### config.mk
export PLATFORM = sky130hd
export DESIGN_NAME = quad_dac_serial_write_path
export DESIGN_NICKNAME = d
export VERILOG_FILES = /design/src/hw/quad_dac_pkg.sv /design/src/hw/quad_dac_serial_write_path.sv
export SDC_FILE = /design/constraint.sdc
export NUM_CORES = 1
export LEC_CHECK = 0
export BUFFER_PORTS_ARGS = -buffer_cell sky130_fd_sc_hd__buf_2
export CAP_MARGIN = 20
export CORE_ASPECT_RATIO = 2
export CORE_UTILIZATION = 40
export DETAILED_ROUTE_END_ITERATION = 8
export HOLD_SLACK_MARGIN = 0.1
export PLACE_DENSITY = 0.59
export SLEW_MARGIN = 20
export SYNTH_ARGS = -nofsm -noshare
export SYNTH_HDL_FRONTEND = slang
export SYNTH_SLANG_ARGS = --single-unit
export TNS_END_PERCENT = 10
### constraint.sdc
create_clock -name core_clk_i -period 6.1 [get_ports core_clk_i]
set_input_delay 0.915 -clock core_clk_i [delete_from_list [all_inputs] [get_ports core_clk_i]]
set_output_delay 0.915 -clock core_clk_i [all_outputs]
set_load 0.02 [all_outputs]
### src/hw/quad_dac_pkg.sv
// Constants and types for the quad converter two-wire write path
package quad_dac_pkg;
  localparam int         NUM_CHANNELS   = 4;
  localparam int         WORD_WIDTH     = 14;
  localparam int         DATA_WIDTH     = 12;
  localparam logic [4:0] ADDR_FIXED     = 5'h13;
  localparam logic [4:0] HS_CODE_TOP    = 5'h01;
  localparam logic [1:0] LOAD_HOLD_ONLY = 2'h0;
  localparam logic [1:0] LOAD_ONE       = 2'h1;
  localparam logic [1:0] LOAD_ALL       = 2'h2;
  localparam logic [1:0] LOAD_BCAST     = 2'h3;
  localparam int         CTL_EXT_HI     = 7;
  localparam int         CTL_LOAD_HI    = 5;
  localparam int         CTL_LOAD_LO    = 4;
  localparam int         CTL_SEL_HI     = 2;
  localparam int         CTL_SEL_LO     = 1;
  localparam int         CTL_KIND       = 0;
  localparam logic [3:0] BITS_PER_BYTE  = 4'h8;

  typedef enum logic [5:0] {
    ST_IDLE   = 6'h01,
    ST_ADDR   = 6'h02,
    ST_CTRL   = 6'h04,
    ST_HIGH   = 6'h08,
    ST_LOW    = 6'h10,
    ST_IGNORE = 6'h20
  } phase_type;

  typedef logic [WORD_WIDTH-1:0]                   word_type;
  typedef logic [NUM_CHANNELS-1:0][WORD_WIDTH-1:0] bank_type;

  typedef struct packed {
    logic [1:0] ext_addr;
    logic [1:0] pin_addr;
  } strap_type;

  typedef struct packed {
    phase_type  phase;
    logic [3:0] bit_cnt;
    logic       in_ack;
    logic [7:0] shreg;
    logic [7:0] ctrl;
    logic [7:0] high_byte;
    logic       sda_out;
    logic       sda_drive;
    logic       scl_meta;
    logic       scl_s;
    logic       scl_p;
    logic       sda_meta;
    logic       sda_s;
    logic       sda_p;
    strap_type  strap_meta;
    strap_type  strap_s;
    bank_type   hold;
    bank_type   outr;
  } state_type;
endpackage

### src/hw/quad_dac_serial_write_path.sv
// Two-wire slave write path with per-channel holding and output registers
`timescale 1ns/1ps
module quad_dac_serial_write_path (
  input  wire logic                  core_clk_i,
  input  wire logic                  srst_i,
  input  wire logic                  scl_i,
  input  wire logic                  sda_i,
  output logic                       sda_o,
  output logic                       sda_oe_o,
  input  wire quad_dac_pkg::strap_type strap_i,
  output quad_dac_pkg::bank_type     channel_holding_reg_o,
  output quad_dac_pkg::bank_type     channel_output_reg_o
);
  quad_dac_pkg::state_type st;
  quad_dac_pkg::state_type next_st;

  logic                      scl_rise;
  logic                      scl_fall;
  logic                      start_seen;
  logic                      stop_seen;
  logic                      ack_end;
  logic                      addr_match;
  logic                      hs_code;
  logic                      bcast;
  logic                      ext_match;
  logic                      ack_ok;
  logic [1:0]                sel;
  logic [1:0]                load;
  logic                      kind_pd;
  quad_dac_pkg::word_type    word_c;

  // Synchronised levels only; the first stage of each pair feeds nothing else
  assign scl_rise   = st.scl_s & ~st.scl_p;
  assign scl_fall   = ~st.scl_s & st.scl_p;
  assign start_seen = st.scl_s & st.scl_p & st.sda_p & ~st.sda_s;
  assign stop_seen  = st.scl_s & st.scl_p & ~st.sda_p & st.sda_s;
  assign ack_end    = scl_fall & st.in_ack;

  assign addr_match = (st.shreg[7:3] == quad_dac_pkg::ADDR_FIXED)
                    && (st.shreg[2:1] == st.strap_s.pin_addr)
                    && !st.shreg[0];
  assign hs_code    = (st.shreg[7:3] == quad_dac_pkg::HS_CODE_TOP);
  assign bcast      = (st.shreg[quad_dac_pkg::CTL_LOAD_HI:quad_dac_pkg::CTL_LOAD_LO]
                       == quad_dac_pkg::LOAD_BCAST);
  assign ext_match  = (st.shreg[quad_dac_pkg::CTL_EXT_HI -: 2] == st.strap_s.ext_addr);
  assign sel        = st.ctrl[quad_dac_pkg::CTL_SEL_HI:quad_dac_pkg::CTL_SEL_LO];
  assign load       = st.ctrl[quad_dac_pkg::CTL_LOAD_HI:quad_dac_pkg::CTL_LOAD_LO];
  assign kind_pd    = st.ctrl[quad_dac_pkg::CTL_KIND];

  always_comb begin
    case (st.phase)
      quad_dac_pkg::ST_ADDR: ack_ok = addr_match && !hs_code;
      quad_dac_pkg::ST_CTRL: ack_ok = bcast || ext_match;
      quad_dac_pkg::ST_HIGH: ack_ok = 1'b1;
      quad_dac_pkg::ST_LOW:  ack_ok = 1'b1;
      default:               ack_ok = 1'b0;
    endcase
  end

  always_comb begin
    next_st            = st;
    word_c             = '0;
    next_st.scl_meta   = scl_i;
    next_st.scl_s      = st.scl_meta;
    next_st.scl_p      = st.scl_s;
    next_st.sda_meta   = sda_i;
    next_st.sda_s      = st.sda_meta;
    next_st.sda_p      = st.sda_s;
    next_st.strap_meta = strap_i;
    next_st.strap_s    = st.strap_meta;
    next_st.sda_out    = 1'b0;
    if (start_seen) begin
      // Repeated start always returns to addressing, also after the high-speed code
      next_st.phase     = quad_dac_pkg::ST_ADDR;
      next_st.bit_cnt   = '0;
      next_st.in_ack    = 1'b0;
      next_st.sda_drive = 1'b0;
    end else if (stop_seen) begin
      next_st.phase     = quad_dac_pkg::ST_IDLE;
      next_st.bit_cnt   = '0;
      next_st.in_ack    = 1'b0;
      next_st.sda_drive = 1'b0;
    end else if (scl_rise && !st.in_ack && st.phase != quad_dac_pkg::ST_IDLE
                 && st.bit_cnt < quad_dac_pkg::BITS_PER_BYTE) begin
      next_st.shreg   = {st.shreg[6:0], st.sda_s};
      next_st.bit_cnt = st.bit_cnt + 4'h1;
    end else if (ack_end) begin
      next_st.in_ack    = 1'b0;
      next_st.sda_drive = 1'b0;
      case (st.phase)
        quad_dac_pkg::ST_ADDR: next_st.phase = quad_dac_pkg::ST_CTRL;
        quad_dac_pkg::ST_CTRL: begin
          next_st.ctrl = st.shreg;
          if (bcast && !st.shreg[quad_dac_pkg::CTL_SEL_HI]) begin
            next_st.outr  = st.hold;
            next_st.phase = quad_dac_pkg::ST_IGNORE;
          end else begin
            next_st.phase = quad_dac_pkg::ST_HIGH;
          end
        end
        quad_dac_pkg::ST_HIGH: begin
          next_st.high_byte = st.shreg;
          next_st.phase     = quad_dac_pkg::ST_LOW;
        end
        quad_dac_pkg::ST_LOW: begin
          for (int c = 0; c < quad_dac_pkg::NUM_CHANNELS; c++) begin
            // Power-down words keep the channel's stored sample
            if (kind_pd) begin
              word_c = {st.high_byte[7:6], st.hold[c][quad_dac_pkg::DATA_WIDTH-1:0]};
            end else begin
              word_c = {2'h0, st.high_byte, st.shreg[7:4]};
            end
            if (load == quad_dac_pkg::LOAD_BCAST || sel == c[1:0]) begin
              next_st.hold[c] = word_c;
            end
          end
          // Outputs move here, on the falling clock that closes the ack
          case (load)
            quad_dac_pkg::LOAD_ONE:   next_st.outr[sel] = next_st.hold[sel];
            quad_dac_pkg::LOAD_ALL:   next_st.outr = next_st.hold;
            quad_dac_pkg::LOAD_BCAST: next_st.outr = next_st.hold;
            default:                  next_st.outr = st.outr;
          endcase
          // Only one power-down pair is taken; further bytes go unanswered
          next_st.phase = kind_pd ? quad_dac_pkg::ST_IGNORE : quad_dac_pkg::ST_HIGH;
        end
        default: next_st.phase = st.phase;
      endcase
    end else if (scl_fall && st.bit_cnt == quad_dac_pkg::BITS_PER_BYTE) begin
      next_st.bit_cnt   = '0;
      next_st.in_ack    = 1'b1;
      next_st.sda_drive = ack_ok;
      if (!ack_ok) begin
        next_st.phase = quad_dac_pkg::ST_IGNORE;
      end
    end
  end

  always_ff @(posedge core_clk_i) begin
    if (srst_i) begin
      st          <= '0;
      st.phase    <= quad_dac_pkg::ST_IDLE;
      st.scl_meta <= 1'b1;
      st.scl_s    <= 1'b1;
      st.scl_p    <= 1'b1;
      st.sda_meta <= 1'b1;
      st.sda_s    <= 1'b1;
      st.sda_p    <= 1'b1;
    end else begin
      st <= next_st;
    end
  end

  assign sda_o                 = st.sda_out;
  assign sda_oe_o              = st.sda_drive;
  assign channel_holding_reg_o = st.hold;
  assign channel_output_reg_o  = st.outr;

  logic ack_start;
  assign ack_start = scl_fall && !st.in_ack && !start_seen && !stop_seen
                   && st.bit_cnt == quad_dac_pkg::BITS_PER_BYTE;
endmodule

Word-level counts from Yosys, hierarchy flattened
Index checks and enable logic that the tools add are counted.

storage, ports and cells
  register bits = 163
  input port bits = 8
  word-level logic and storage cells = 158

operators by class
  add/sub/neg operators = 1
  magnitude comparators = 3
  eq/ne operators = 25
  muxes and demuxes = 52
  bitwise operators = 15
  reductions and logical operators = 35

operator list
  operator                                               count
  2-to-1 mux 14 bit                                      30
  one-hot mux 56 bit (2 select lines)                    2
  bitwise mux 56 bit                                     1
  2-to-1 mux 56 bit                                      1
  binary-select mux 14 bit (select 2 bit)                1
  demux 14 bit (select 2 bit)                            1
  2-to-1 mux 6 bit                                       4
  one-hot mux 6 bit (4 select lines)                     1
  AND reduction 5 bit                                    3
  2-to-1 mux 7 bit                                       2
  2-to-1 mux 11 bit                                      1
  equality test 2 bit, second input constant             5
  logical AND 1 bit                                      9
  bitwise AND 1 bit                                      8
  2-to-1 mux 4 bit                                       2
  AND reduction 4 bit                                    2
  inequality test 7 x 3 -> 1 bit, second input constant  1
  NOT 1 bit                                              7
  AND reduction 7 bit                                    1
  equality test 6 x 2 -> 1 bit, second input constant    1
  equality test 6 x 3 -> 1 bit, second input constant    1
  equality test 6 x 4 -> 1 bit, second input constant    1
  equality test 6 x 5 -> 1 bit, second input constant    1
  inequality test 6 x 1 -> 1 bit, second input constant  1
  27 further kinds                                       44

Depth between registers and ports, before layout
Gate-level depths: netlist of run 1.

  word-level depth = 13
  mapped depth = 9

Worst setup path before layout of run 1
OpenSTA, ideal clock, no wires.

  path type = register to register
  start = register st, in the netlist sel[0]
  end = register st, in the netlist channel_output_reg_o[10]
  library setup time = 122 ps
  arrival = 2,063 ps
  path slack = 3,916 ps
  stages on the path, launching flop included = 9
  buffers on the path = 3
  clock period less this slack = 2,184 ps
  cells stage by stage = dfxtp_1 buf_2 or2_2 buf_2 a21oi_1 buf_2 mux2_2 a22oi_1 a21oi_1

on the way
  cells in the longest elaborated chain, start to end = 13
  elaborated cells between the ends (all ways) = 42
  classes of those cells = order compare (2); eq/ne (3); mux (31); reduce/logical (6)

RTL lines
  element                                                     line                               text
  start, declared                                             quad_dac_serial_write_path.sv:14   quad_dac_pkg::state_type st;
  start signal, assigned                                      quad_dac_serial_write_path.sv:150  st <= next_st;
  equality test 2 x 1 -> 1 bit, or another cell as far along  quad_dac_serial_write_path.sv:113  if (load == quad_dac_pkg::LOAD_BCAST || sel == c[1:0]) begin
  logical OR 1 bit                                            quad_dac_serial_write_path.sv:113
  2-to-1 mux 14 bit                                           quad_dac_serial_write_path.sv:113
  2-to-1 mux 14 bit                                           quad_dac_serial_write_path.sv:90   case (st.phase)
  2-to-1 mux 14 bit                                           quad_dac_serial_write_path.sv:87   end else if (ack_end) begin
  2-to-1 mux 14 bit                                           quad_dac_serial_write_path.sv:83   end else if (scl_rise && !st.in_ack && st.phase != quad_dac_pkg::ST_IDLE
  2-to-1 mux 14 bit                                           quad_dac_serial_write_path.sv:78   end else if (stop_seen) begin
  2-to-1 mux 14 bit                                           quad_dac_serial_write_path.sv:72   if (start_seen) begin
  binary-select mux 14 bit (select 2 bit)                     quad_dac_serial_write_path.sv:119  quad_dac_pkg::LOAD_ONE: next_st.outr[sel] = next_st.hold[sel];
  2-to-1 mux 14 bit (not written as such)                     quad_dac_serial_write_path.sv:119
  bitwise mux 56 bit                                          quad_dac_serial_write_path.sv:119
  one-hot mux 56 bit (2 select lines) *                       quad_dac_serial_write_path.sv:118  case (load)
  one-hot mux 56 bit (2 select lines) *                       quad_dac_serial_write_path.sv:90

Mark *: on every way between the ends. The rest lies on a longest branch, timed or not. The select of a mux whose other input is x is not followed.
A chain may end at the register's enable or synchronous reset.

Worst setup path in the final report of run 1
  start = register st, in the netlist load[1]
  end = register st, in the netlist channel_output_reg_o[50]

on the way
  cells in the longest elaborated chain, start to end = 13
  elaborated cells between the ends (all ways) = 39
  classes of those cells = eq/ne (4); mux (29); reduce/logical (6)

RTL lines
  element                                  line
  equality test 2 bit                      quad_dac_serial_write_path.sv:113, quad_dac_serial_write_path.sv:118
  logical OR 1 bit                         quad_dac_serial_write_path.sv:113
  2-to-1 mux 14 bit                        quad_dac_serial_write_path.sv:113
  2-to-1 mux 14 bit                        quad_dac_serial_write_path.sv:90
  2-to-1 mux 14 bit                        quad_dac_serial_write_path.sv:87
  2-to-1 mux 14 bit                        quad_dac_serial_write_path.sv:83
  2-to-1 mux 14 bit                        quad_dac_serial_write_path.sv:78
  2-to-1 mux 14 bit                        quad_dac_serial_write_path.sv:72
  binary-select mux 14 bit (select 2 bit)  quad_dac_serial_write_path.sv:119
  2-to-1 mux 14 bit (not written as such)  quad_dac_serial_write_path.sv:119
  bitwise mux 56 bit                       quad_dac_serial_write_path.sv:119
  one-hot mux 56 bit (2 select lines)      quad_dac_serial_write_path.sv:118
  one-hot mux 56 bit (2 select lines)      quad_dac_serial_write_path.sv:90

Several ways; a longest one is shown, not always the timed one. The select of a mux whose other input is x is not followed.

==> results of run 1 <==
worst paths after layout:
check | slack, ns | cells past startpoint | to
setup / recovery | 2.91 | 6 | channel_output_reg_o[50]
setup reg to reg | 2.91 | 6 | channel_output_reg_o[50]
hold / removal | 0.41 | 1 | next_st[120]
hold reg to reg | 0.41 | 1 | next_st[120]
cells in the mapped netlist (all sizes together), types with 2 or more instances:
library cell	count
xnor2	7
nand3	8
buf	138
a21o	2
ha	2
and2	8
nand3b	3
inv	11
xor2	2
a311oi	7
a211oi	6
nand2	117
o22ai	2
nor4b	2
mux2	59
a22oi	44
dfxtp	159
mux4	12
and3b	2
a21oi	120
and3	6
clkbuf	60
o221ai	46
mux2i	29
nor2	52
or4	2
o21ai	14
nor2b	13
a221oi	6
nand4	4
or2	7
or3	2
a31oi	2
nor3	15
o211ai	4
nand2b	4
nor4	2
through the flow:
step,instances,setup WS (ns)
6_report,1234,2.91
5_1_grt,1234,2.76
4_1_cts,1234,2.75
3_5_place_dp,1202,2.77
3_3_place_gp,1202,2.53
2_1_floorplan,995,3.92
routing by layer:
metal / part of all wire / track usage / routed length (um)
met5: 0 / 0 / 0
met4: 0.090 / 0.221 / 2580
met3: 0.045 / 0.0349 / 1290
met2: 0.52 / 0.464 / 14800
met1: 0.35 / 0.261 / 9950
report_power, final:
part | switching (mW) | internal [mW]
combinational | 0.0258 | 0.00978
sequential | 0.00390 | 1.04
clock | 0.468 | 0.649
total | 0.498 | 1.70
sequential cells by signal, indices dropped and copies added, names as in the netlist:
register	cells
channel_output_reg_o	56
next_st	8
st	33
kind_pd	1
sda_oe_o	1
load	2
sel	2
channel_holding_reg_o	56
critical path: cells and delay by family (launching register included):
family          cells  cell delay, ns
mux                 1            0.42
buf+inv             1            0.62
flops               1            0.32
simple gates        1            0.41
compound gates      3            1.23
logic make-up (layout without fill, tap and decap cells):
| group | count (synthesis) | in the layout | share of synthesized area |
|---|---|---|---|
| AO/OA/AOI/OAI | 264 | 264 | 0.201 |
| AND/OR/NAND/NOR | 251 | 251 | 0.134 |
| buffers and inverters | 209 | 175 | 0.147 |
| flip-flops | 159 | 159 | 0.365 |
| multiplexers | 100 | 100 | 0.141 |
| XOR/XNOR | 9 | 9 | 0.00904 |
| adder cells (fa/ha/maj) | 2 | 2 | 0.00287 |
| other | 1 | 1 | 0.000430 |
cell type report:
cell class,count,area share
Sequential cell,159,0.349
Timing Repair Buffer,132,0.0759
Multi-Input combinational cell,627,0.467
Tap cell,273,0.0374
Clock inverter,15,0.0200
Clock buffer,17,0.0466
Inverter,11,0.00452
==> out/results.ini, run 1 <==
[status]
run_status=completed

[final_layout]
nNetsFinal=958
fillers=2204
final_area_mm2=0.00914
drive_gt1_frac=0.265
area.sequential_mm2=0.00318
post-route-util=0.425
final_cell_mix=dfxtp_1 (158), buf_2 (119), nand2_1 (117), a21oi_1 (117), mux2_2 (59)
multiInputGateArea_mm2=0.00427
syn2layout_area_growth_pct=4.78
layout_commonest_cell=dfxtp_1
diodes=0

[power_and_ir_drop]
power_mw=2.20
power.density_mw_per_mm2=241
ir_worst_vdd_v=0.000154
leakagePower_nw=3.57

[clocking]
clock_latency_ns=0.45
clock_path_buffers=2
path_clk_slew_ns=0.07
cts.sinks=159
postCtsResizedCells=0
post_cts_buffers=0
cts_tree=yes
cts_buffers=17
postCtsHoldBufs=0
htree_levels=4
cts-root-buf=clkbuf_16

[sta]
finalCritPeriodShare=0.522
rsz0062_at_grt=false
setup_viol=0
fmax_mhz=314
relSlewSlack=0.265
worst_hold_slack_ns=0.411
slew_viol_final=0
hold_viol=0
tightest_slew_ns=1.10
setup_tns_ns=0
period_needed_ns=3.19
fin_worst_skew_ns=0.00889

[synth]
yosysTopAreaCell=dfxtp_1
syn_nets=1005
yosysTopAreaCellShare=0.365
yosysSeqAreaShare=0.365
async_flop_share=0
synth_area_mm2=0.00872
synth_flop_cell=dfxtp_1
syn_area_per_cell_um2=8.76
ys_warn_count=0
yosys_register_bits=159
netlist_instances=995
synth-edff-count=0
synth_area_leaders=dfxtp_1 (37%), buf_4 (11%), mux2_2 (7.6%), a21oi_1 (6.9%), nand2_1 (5.0%)
yosysUniqueCellTypes=60

[grt]
grt_usage=0.260
grt_pass1_vias=7260
antenna_found_initial=0
grt_start_max_net_pins=84
grt_remaining_overflow=0
grt_pass1_wl_um=43300

[worst_setup_path]
worstPathMaxFanout=71
cp_data_arrival_time_ns=3.48
cp-end-kind=register
slowest_stage=a21oi_2
startpoint=load[1]
worstPathCellList=buf_4, nand2_1, a21oi_2, mux2_2, a22oi_1, a21oi_1
cp.required_ns=6.39
start_kind=register
reg2reg_from=load[1]
critical_path_class=register to register
critPathMaxStageDelay_ns=0.79

[floorplan]
dieHeight_um=211
start_util=0.406
rows=76
ioPinCount=122
coreArea_mm2=0.0215
die-area_mm2=0.0224
die_w_um=106

[drt]
drt-total-wl_um=28600
postRouteAntennaNets=0
wl_per_cell_um=23.2
vias=7435
drt_first_pass_iters=7
drt_iter0_drc=517
drc=0
viasPerCell=6.03

[place]
gp_congestion=0.889
portBuffers=120
dpl_cell_area_mm2=0.00852
dp_hpwl_um=20200

[worst_hold_path]
hold_start=next_st[121]
hold_class=register to register

[run]
drv_cap=0

Power figures use the tool's default switching activity.
==> run 2, diff against run 1 <==
==> constraint.sdc (replaced) <==
create_clock -name core_clk_i -period 3.3 [get_ports core_clk_i]
set_input_delay 0.495 -clock core_clk_i [delete_from_list [all_inputs] [get_ports core_clk_i]]
set_output_delay 0.495 -clock core_clk_i [all_outputs]
set_load 0.02 [all_outputs]
==> run 2 against run 1 <==
Final area up 1.0%. Wire length down 0.43%. Fmax up 32%. Setup slack worse by 2.0 ns. Clock power up 71%. Register-to-register slack worse by 2.0 ns. Critical path type unchanged. Critical endpoint is now channel_output_reg_o[4]. Largest power group is now registers. Highest routed layer unchanged.
==> out/results.ini, run 2 (same netlist as run 1, synthesis figures left out) <==
[clocking]
cts_tree=yes
cts-root-buf=clkbuf_16
htree_levels=4  ; unchanged
path_clk_slew_ns=0.06  ; about the same
clock_latency_ns=0.45  ; about the same
postCtsHoldBufs=0  ; unchanged
cts_buffers=17  ; unchanged
cts.sinks=159  ; unchanged
postCtsResizedCells=0  ; unchanged
clock_path_buffers=2  ; unchanged
post_cts_buffers=0  ; unchanged

[floorplan]
rows=76  ; unchanged
die-area_mm2=0.0224  ; unchanged
die_w_um=106  ; unchanged
dieHeight_um=211  ; unchanged
coreArea_mm2=0.0215  ; unchanged
ioPinCount=122  ; unchanged
start_util=0.406  ; unchanged

[run]
drv_cap=0  ; unchanged

[worst_setup_path]
slowest_stage=or4_1
reg2reg_from=st[158]
start_kind=register
critical_path_class=register to register
r2r_end=channel_output_reg_o[4]
critPathMaxStageDelay_ns=0.71  ; -0.08 ns
worstPathCellList=or4_1, nor3_1, buf_4, o31ai_1, a21oi_1, buf_4, a21oi_1
cp-end-kind=register
cp.required_ns=3.62  ; -2.77 ns
reg2reg_slack_ns=0.89  ; -2.03 ns
worstPathMaxFanout=11  ; -85%
r2r_cells=7  ; +1
cp_data_arrival_time_ns=2.73  ; -0.75 ns

[final_layout]
final_cell_mix=dfxtp_1 (158), a21oi_1 (120), buf_2 (119)
diodes=0  ; unchanged
fillers=2230  ; +1.2%
syn2layout_area_growth_pct=5.86
drive_gt1_frac=0.277  ; +0.0119
nNetsFinal=978  ; +2.1%
layout_commonest_cell=dfxtp_1

[grt]
grt_usage=0.258  ; -0.00185
grt_pass1_vias=7428  ; +2.3%
antenna_found_initial=0  ; unchanged
grt_pass1_wl_um=43100  ; -0.48%
grt_remaining_overflow=0  ; unchanged
grt_start_max_net_pins=70  ; -17%

[worst_hold_path]
hold_class=input pin to register
holdPathStages=2  ; +1
whs_endpoint=next_st[121]
hold_start=sda_i

[place]
gp_congestion=0.859  ; -3.4%
portBuffers=120  ; unchanged
dp_hpwl_um=20500  ; +1.2%

[drt]
viasPerCell=6.01  ; -0.30%
wl_per_cell_um=22.7  ; -2.0%
drc=0  ; unchanged
drt-total-wl_um=28500  ; -0.43%
postRouteAntennaNets=0  ; unchanged
highest_layer=met4
wl_met2_um=15300  ; +3.6%
wl_met3_um=1220  ; -5.4%
wl_met1_um=9700  ; -2.5%
vias=7533  ; +1.3%
drt_iter0_drc=457  ; -12%
drt_first_pass_iters=5  ; -2

[sta]
fmax_mhz=415  ; +32%
finalCritPeriodShare=0.731  ; +0.209
setup_tns_ns=0  ; unchanged
rsz0062_at_grt=false
relSlewSlack=0.448  ; +0.182
setup_viol=0  ; unchanged
fin_worst_skew_ns=0.0142  ; +0.00535 ns
tightest_slew_ns=0.826  ; -0.276 ns
hold_viol=0  ; unchanged
period_needed_ns=2.41  ; -0.773 ns
slew_viol_final=0  ; unchanged

[power_and_ir_drop]
power_mw=3.91  ; +78%
power.density_mw_per_mm2=424  ; +76%
ir_worst_vdd_v=0.000287  ; +87%
leakagePower_nw=3.65  ; +2.2%

[status]
run_status=completed

-- run 2: routing by layer --
metal  GRT usage  vias to the layer above
li1            -                     3422
met1       0.255                     3652
met2       0.470                      336
met3      0.0339                      123
met4       0.211                        0
met5           0                        -
-- run 2: final cells by class --
class / instances / area (um2) / share of cell area
Inverter: 11 / 41.3 / 0.00447
Clock inverter: 14 / 124 / 0.0134
Tap cell: 273 / 342 / 0.0370
Multi-Input combinational cell: 627 / 4260 / 0.461
Sequential cell: 159 / 3180 / 0.345
Timing Repair Buffer: 152 / 843 / 0.0914
Clock buffer: 18 / 439 / 0.0476
-- run 2: worst max-delay path by stage --
stage / end / cells after the start / start
floorplan: channel_output_reg_o[10] / 8 / sel[0]
global placement: channel_output_reg_o[1] / 7 / st[158]
detailed placement: channel_output_reg_o[1] / 7 / st[158]
CTS: channel_output_reg_o[4] / 7 / st[158]
global route: channel_output_reg_o[11] / 7 / st[158]
finish: channel_output_reg_o[4] / 7 / st[158]
-- run 2: through the flow --
stage | cells | hold slack [ns] | util | area, um2 | setup WS, ns
3_3_place_gp | 1222 | 0.400 | 0.403 | 8670 | 0.930
2_1_floorplan | 995 | 0.389 | - | 8720 | 1.12
3_5_place_dp | 1222 | 0.406 | 0.403 | 8670 | 0.931
5_1_grt | 1254 | 0.252 | 0.429 | 9230 | 0.763
6_report | 1254 | 0.240 | 0.429 | 9230 | 0.888
4_1_cts | 1254 | 0.234 | 0.429 | 9230 | 0.901
-- run 2: worst max-delay path: cells and delay by family, from the launching register on --
kind,cells,cell delay (ns)
AOI/OAI and AO/OA,3,0.49
buffers and inverters,2,0.47
DFF,1,0.39
and+or+nand+nor,2,0.95
-- run 2: power breakdown --
part           leakage [nW]  total (mW)  internal, mW  switching, mW
registers              1.28        1.93          1.93        0.00698
logic                  2.09      0.0652        0.0181         0.0471
clock network         0.274        1.92          1.01          0.904
==> run 3, diff against run 2 <==
--- a/config.mk
+++ b/config.mk
@@ -11,7 +11,7 @@
 export CORE_UTILIZATION = 40
 export DETAILED_ROUTE_END_ITERATION = 8
 export HOLD_SLACK_MARGIN = 0.1
-export PLACE_DENSITY = 0.59
+export PLACE_DENSITY = 0.61
 export SLEW_MARGIN = 20
 export SYNTH_ARGS = -nofsm -noshare
 export SYNTH_HDL_FRONTEND = slang
==> constraint.sdc (replaced) <==
create_clock -name core_clk_i -period 2.1 [get_ports core_clk_i]
set_input_delay 0.315 -clock core_clk_i [delete_from_list [all_inputs] [get_ports core_clk_i]]
set_output_delay 0.315 -clock core_clk_i [all_outputs]
set_load 0.02 [all_outputs]
==> run 3 against run 2 <==
Cell count grew 8.1%. Clock power rose by 54%. Setup slack got worse by 0.85 ns. Fmax grew 17%. Final area increased by 10%. Via count up 4.0%. Die area is the same. Sequential share of layout area down 3.2 points. Wire length grew 4.3%. Global-route usage up 1.1 points. Clock skew shrank 0.0057 ns. Register-to-register slack got worse by 0.85 ns. Largest cell class unchanged. Largest power group unchanged.
==> out/results.ini, run 3 (same netlist as run 1, synthesis figures left out) <==
[power_and_ir_drop]
leakagePower_nw=4.20  ; +15%
power_mw=6.12  ; +56%
ir_worst_vdd_v=0.000549  ; +91%
power.density_mw_per_mm2=601  ; +42%

[worst_hold_path]
hold_class=input pin to register
hold_start=strap_i[1]
whs_endpoint=next_st[113]
holdPathStages=2  ; unchanged

[drt]
wl_per_cell_um=21.9  ; -3.6%
drt_first_pass_iters=7  ; +2
drc=0  ; unchanged
drt-total-wl_um=29700  ; +4.3%
drt_iter0_drc=511  ; +12%
postRouteAntennaNets=0  ; unchanged
vias=7838  ; +4.0%
viasPerCell=5.78  ; -3.8%

[final_layout]
layout_commonest_cell=dfxtp_1
post-route-util=0.473  ; +0.0438
diodes=0  ; unchanged
fillers=2162  ; -3.0%
nNetsFinal=1080  ; +10%
drive_gt1_frac=0.352  ; +0.0745
final_cell_mix=dfxtp_1 (157), buf_4 (119), buf_2 (119)
syn2layout_area_growth_pct=16.7
instances_no_fill=1356  ; +8.1%

[sta]
relSlewSlack=0.384  ; -0.0638
hold_viol=0  ; unchanged
timing.final.ws_setup_ns=0.0396  ; -0.848 ns
fmax_mhz=485  ; +17%
finalCritPeriodShare=0.981  ; +0.250
rsz0062_at_grt=true
fin_worst_skew_ns=0.00855  ; -0.00568 ns
setup_viol=0  ; unchanged
slew_viol_final=0  ; unchanged
tightest_slew_ns=0.921  ; +0.0954 ns
period_needed_ns=2.06  ; -0.352 ns

[worst_setup_path]
worstSetupPathDepth=6  ; -1
worstPathMaxFanout=11  ; unchanged
worstPathCellList=buf_4, nand2_1, buf_4, nor2_1, a22oi_1, a21oi_1
reg2reg_slack_ns=0.04  ; -0.85 ns
reg2reg_from=sel[0]
critPathMaxStageDelay_ns=0.70  ; about the same
cp.required_ns=2.46  ; -1.16 ns
worst-path-buf-inv=2  ; unchanged
r2r_end=channel_output_reg_o[48]
critical_path_class=register to register
slowest_stage=nor2_1
r2r_cells=6  ; -1
start_kind=register
cp-end-kind=register
cp_data_arrival_time_ns=2.42  ; -0.31 ns
cpLargestDelayFamily=simple AND/OR/NAND/NOR gates
crit_top_cell=buf_4

[clocking]
clock_path_buffers=2  ; unchanged
cts.sinks=159  ; unchanged
path_clk_slew_ns=0.06  ; about the same
cts_tree=yes
clock_latency_ns=0.44  ; about the same
htree_levels=4  ; unchanged
cts-root-buf=clkbuf_16
cts_buffers=17  ; unchanged

[status]
run_status=completed

[floorplan]
dieHeight_um=211  ; unchanged
start_util=0.406  ; unchanged
coreArea_mm2=0.0215  ; unchanged
ioPinCount=122  ; unchanged
die_w_um=106  ; unchanged
die-area_mm2=0.0224  ; unchanged
rows=76  ; unchanged

[place]
dp_hpwl_um=21500  ; +5.1%
placed_cells=1311  ; +7.3%
dpl_worst_slack_ns=-0.275  ; -1.21 ns
portBuffers=120  ; unchanged
gp_congestion=0.923  ; +7.5%

[run]
drv_cap=0  ; unchanged

[grt]
antenna_found_initial=0  ; unchanged
grt_pass1_wl_um=44700  ; +3.7%
grt_remaining_overflow=0  ; unchanged
grt_start_max_net_pins=63  ; -10%
grt_pass1_vias=7820  ; +5.3%
grt_usage=0.269  ; +0.0107

==> run 3: worst max-delay path by stage <==
stage	from	endpoint	slack, ns
2_1_floorplan	st[158]	channel_output_reg_o[44]	0.02
4_1_cts	st[158]	channel_output_reg_o[48]	0.002
3_5_place_dp	st[158]	channel_output_reg_o[31]	-0.27
6_report	sel[0]	channel_output_reg_o[48]	0.04
5_1_grt	st[162]	channel_output_reg_o[42]	-0.09
3_3_place_gp	st[158]	channel_output_reg_o[36]	-0.17
==> run 3: what timing repair did <==
item                                    4_1_cts  5_1_grt
pin swaps                                     2        5
endpoints found under the setup margin       64       70
endpoints found under the hold margin         4        1
gates cloned                                  0        3
buffers inserted                              3        2
hold buffers                                  4        1
gates resized for setup                       5       18
==> run 3: power by group <==
| group | switching [mW] | internal (mW) |
|---|---|---|
| sequential | 0.00715 | 3.03 |
| combinational | 0.0835 | 0.0458 |
| clock | 1.29 | 1.66 |
==> run 3: through the flow <==
step           area (um2)  hold WS [ns]  setup TNS [ns]
6_report            10200         0.105               0
4_1_cts             10100         0.103               0
3_5_place_dp         9400         0.406           -6.21
2_1_floorplan        8720         0.389               0
5_1_grt             10200         0.104           -1.53
3_3_place_gp         9400         0.403           -4.61
==> run 3: routing by layer <==
metal / vias up / global-route usage / part of all wire
met3: 120 / 0.0386 / 0.046
met1: 3756 / 0.262 / 0.34
li1: 3615 / - / -
met5: - / 0 / 0
met2: 347 / 0.483 / 0.52
met4: 0 / 0.238 / 0.091
==> run 3: cell type report <==
type                    instances  area [um2]  area share
inverters                      11        41.3     0.00406
multi-input cells             627        4330       0.426
clock buffers                  23         498      0.0490
well taps                     273         342      0.0336
repair buffers                254        1720       0.169
flip-flops and latches        159        3190       0.313
clock inverters                 9        57.6     0.00566
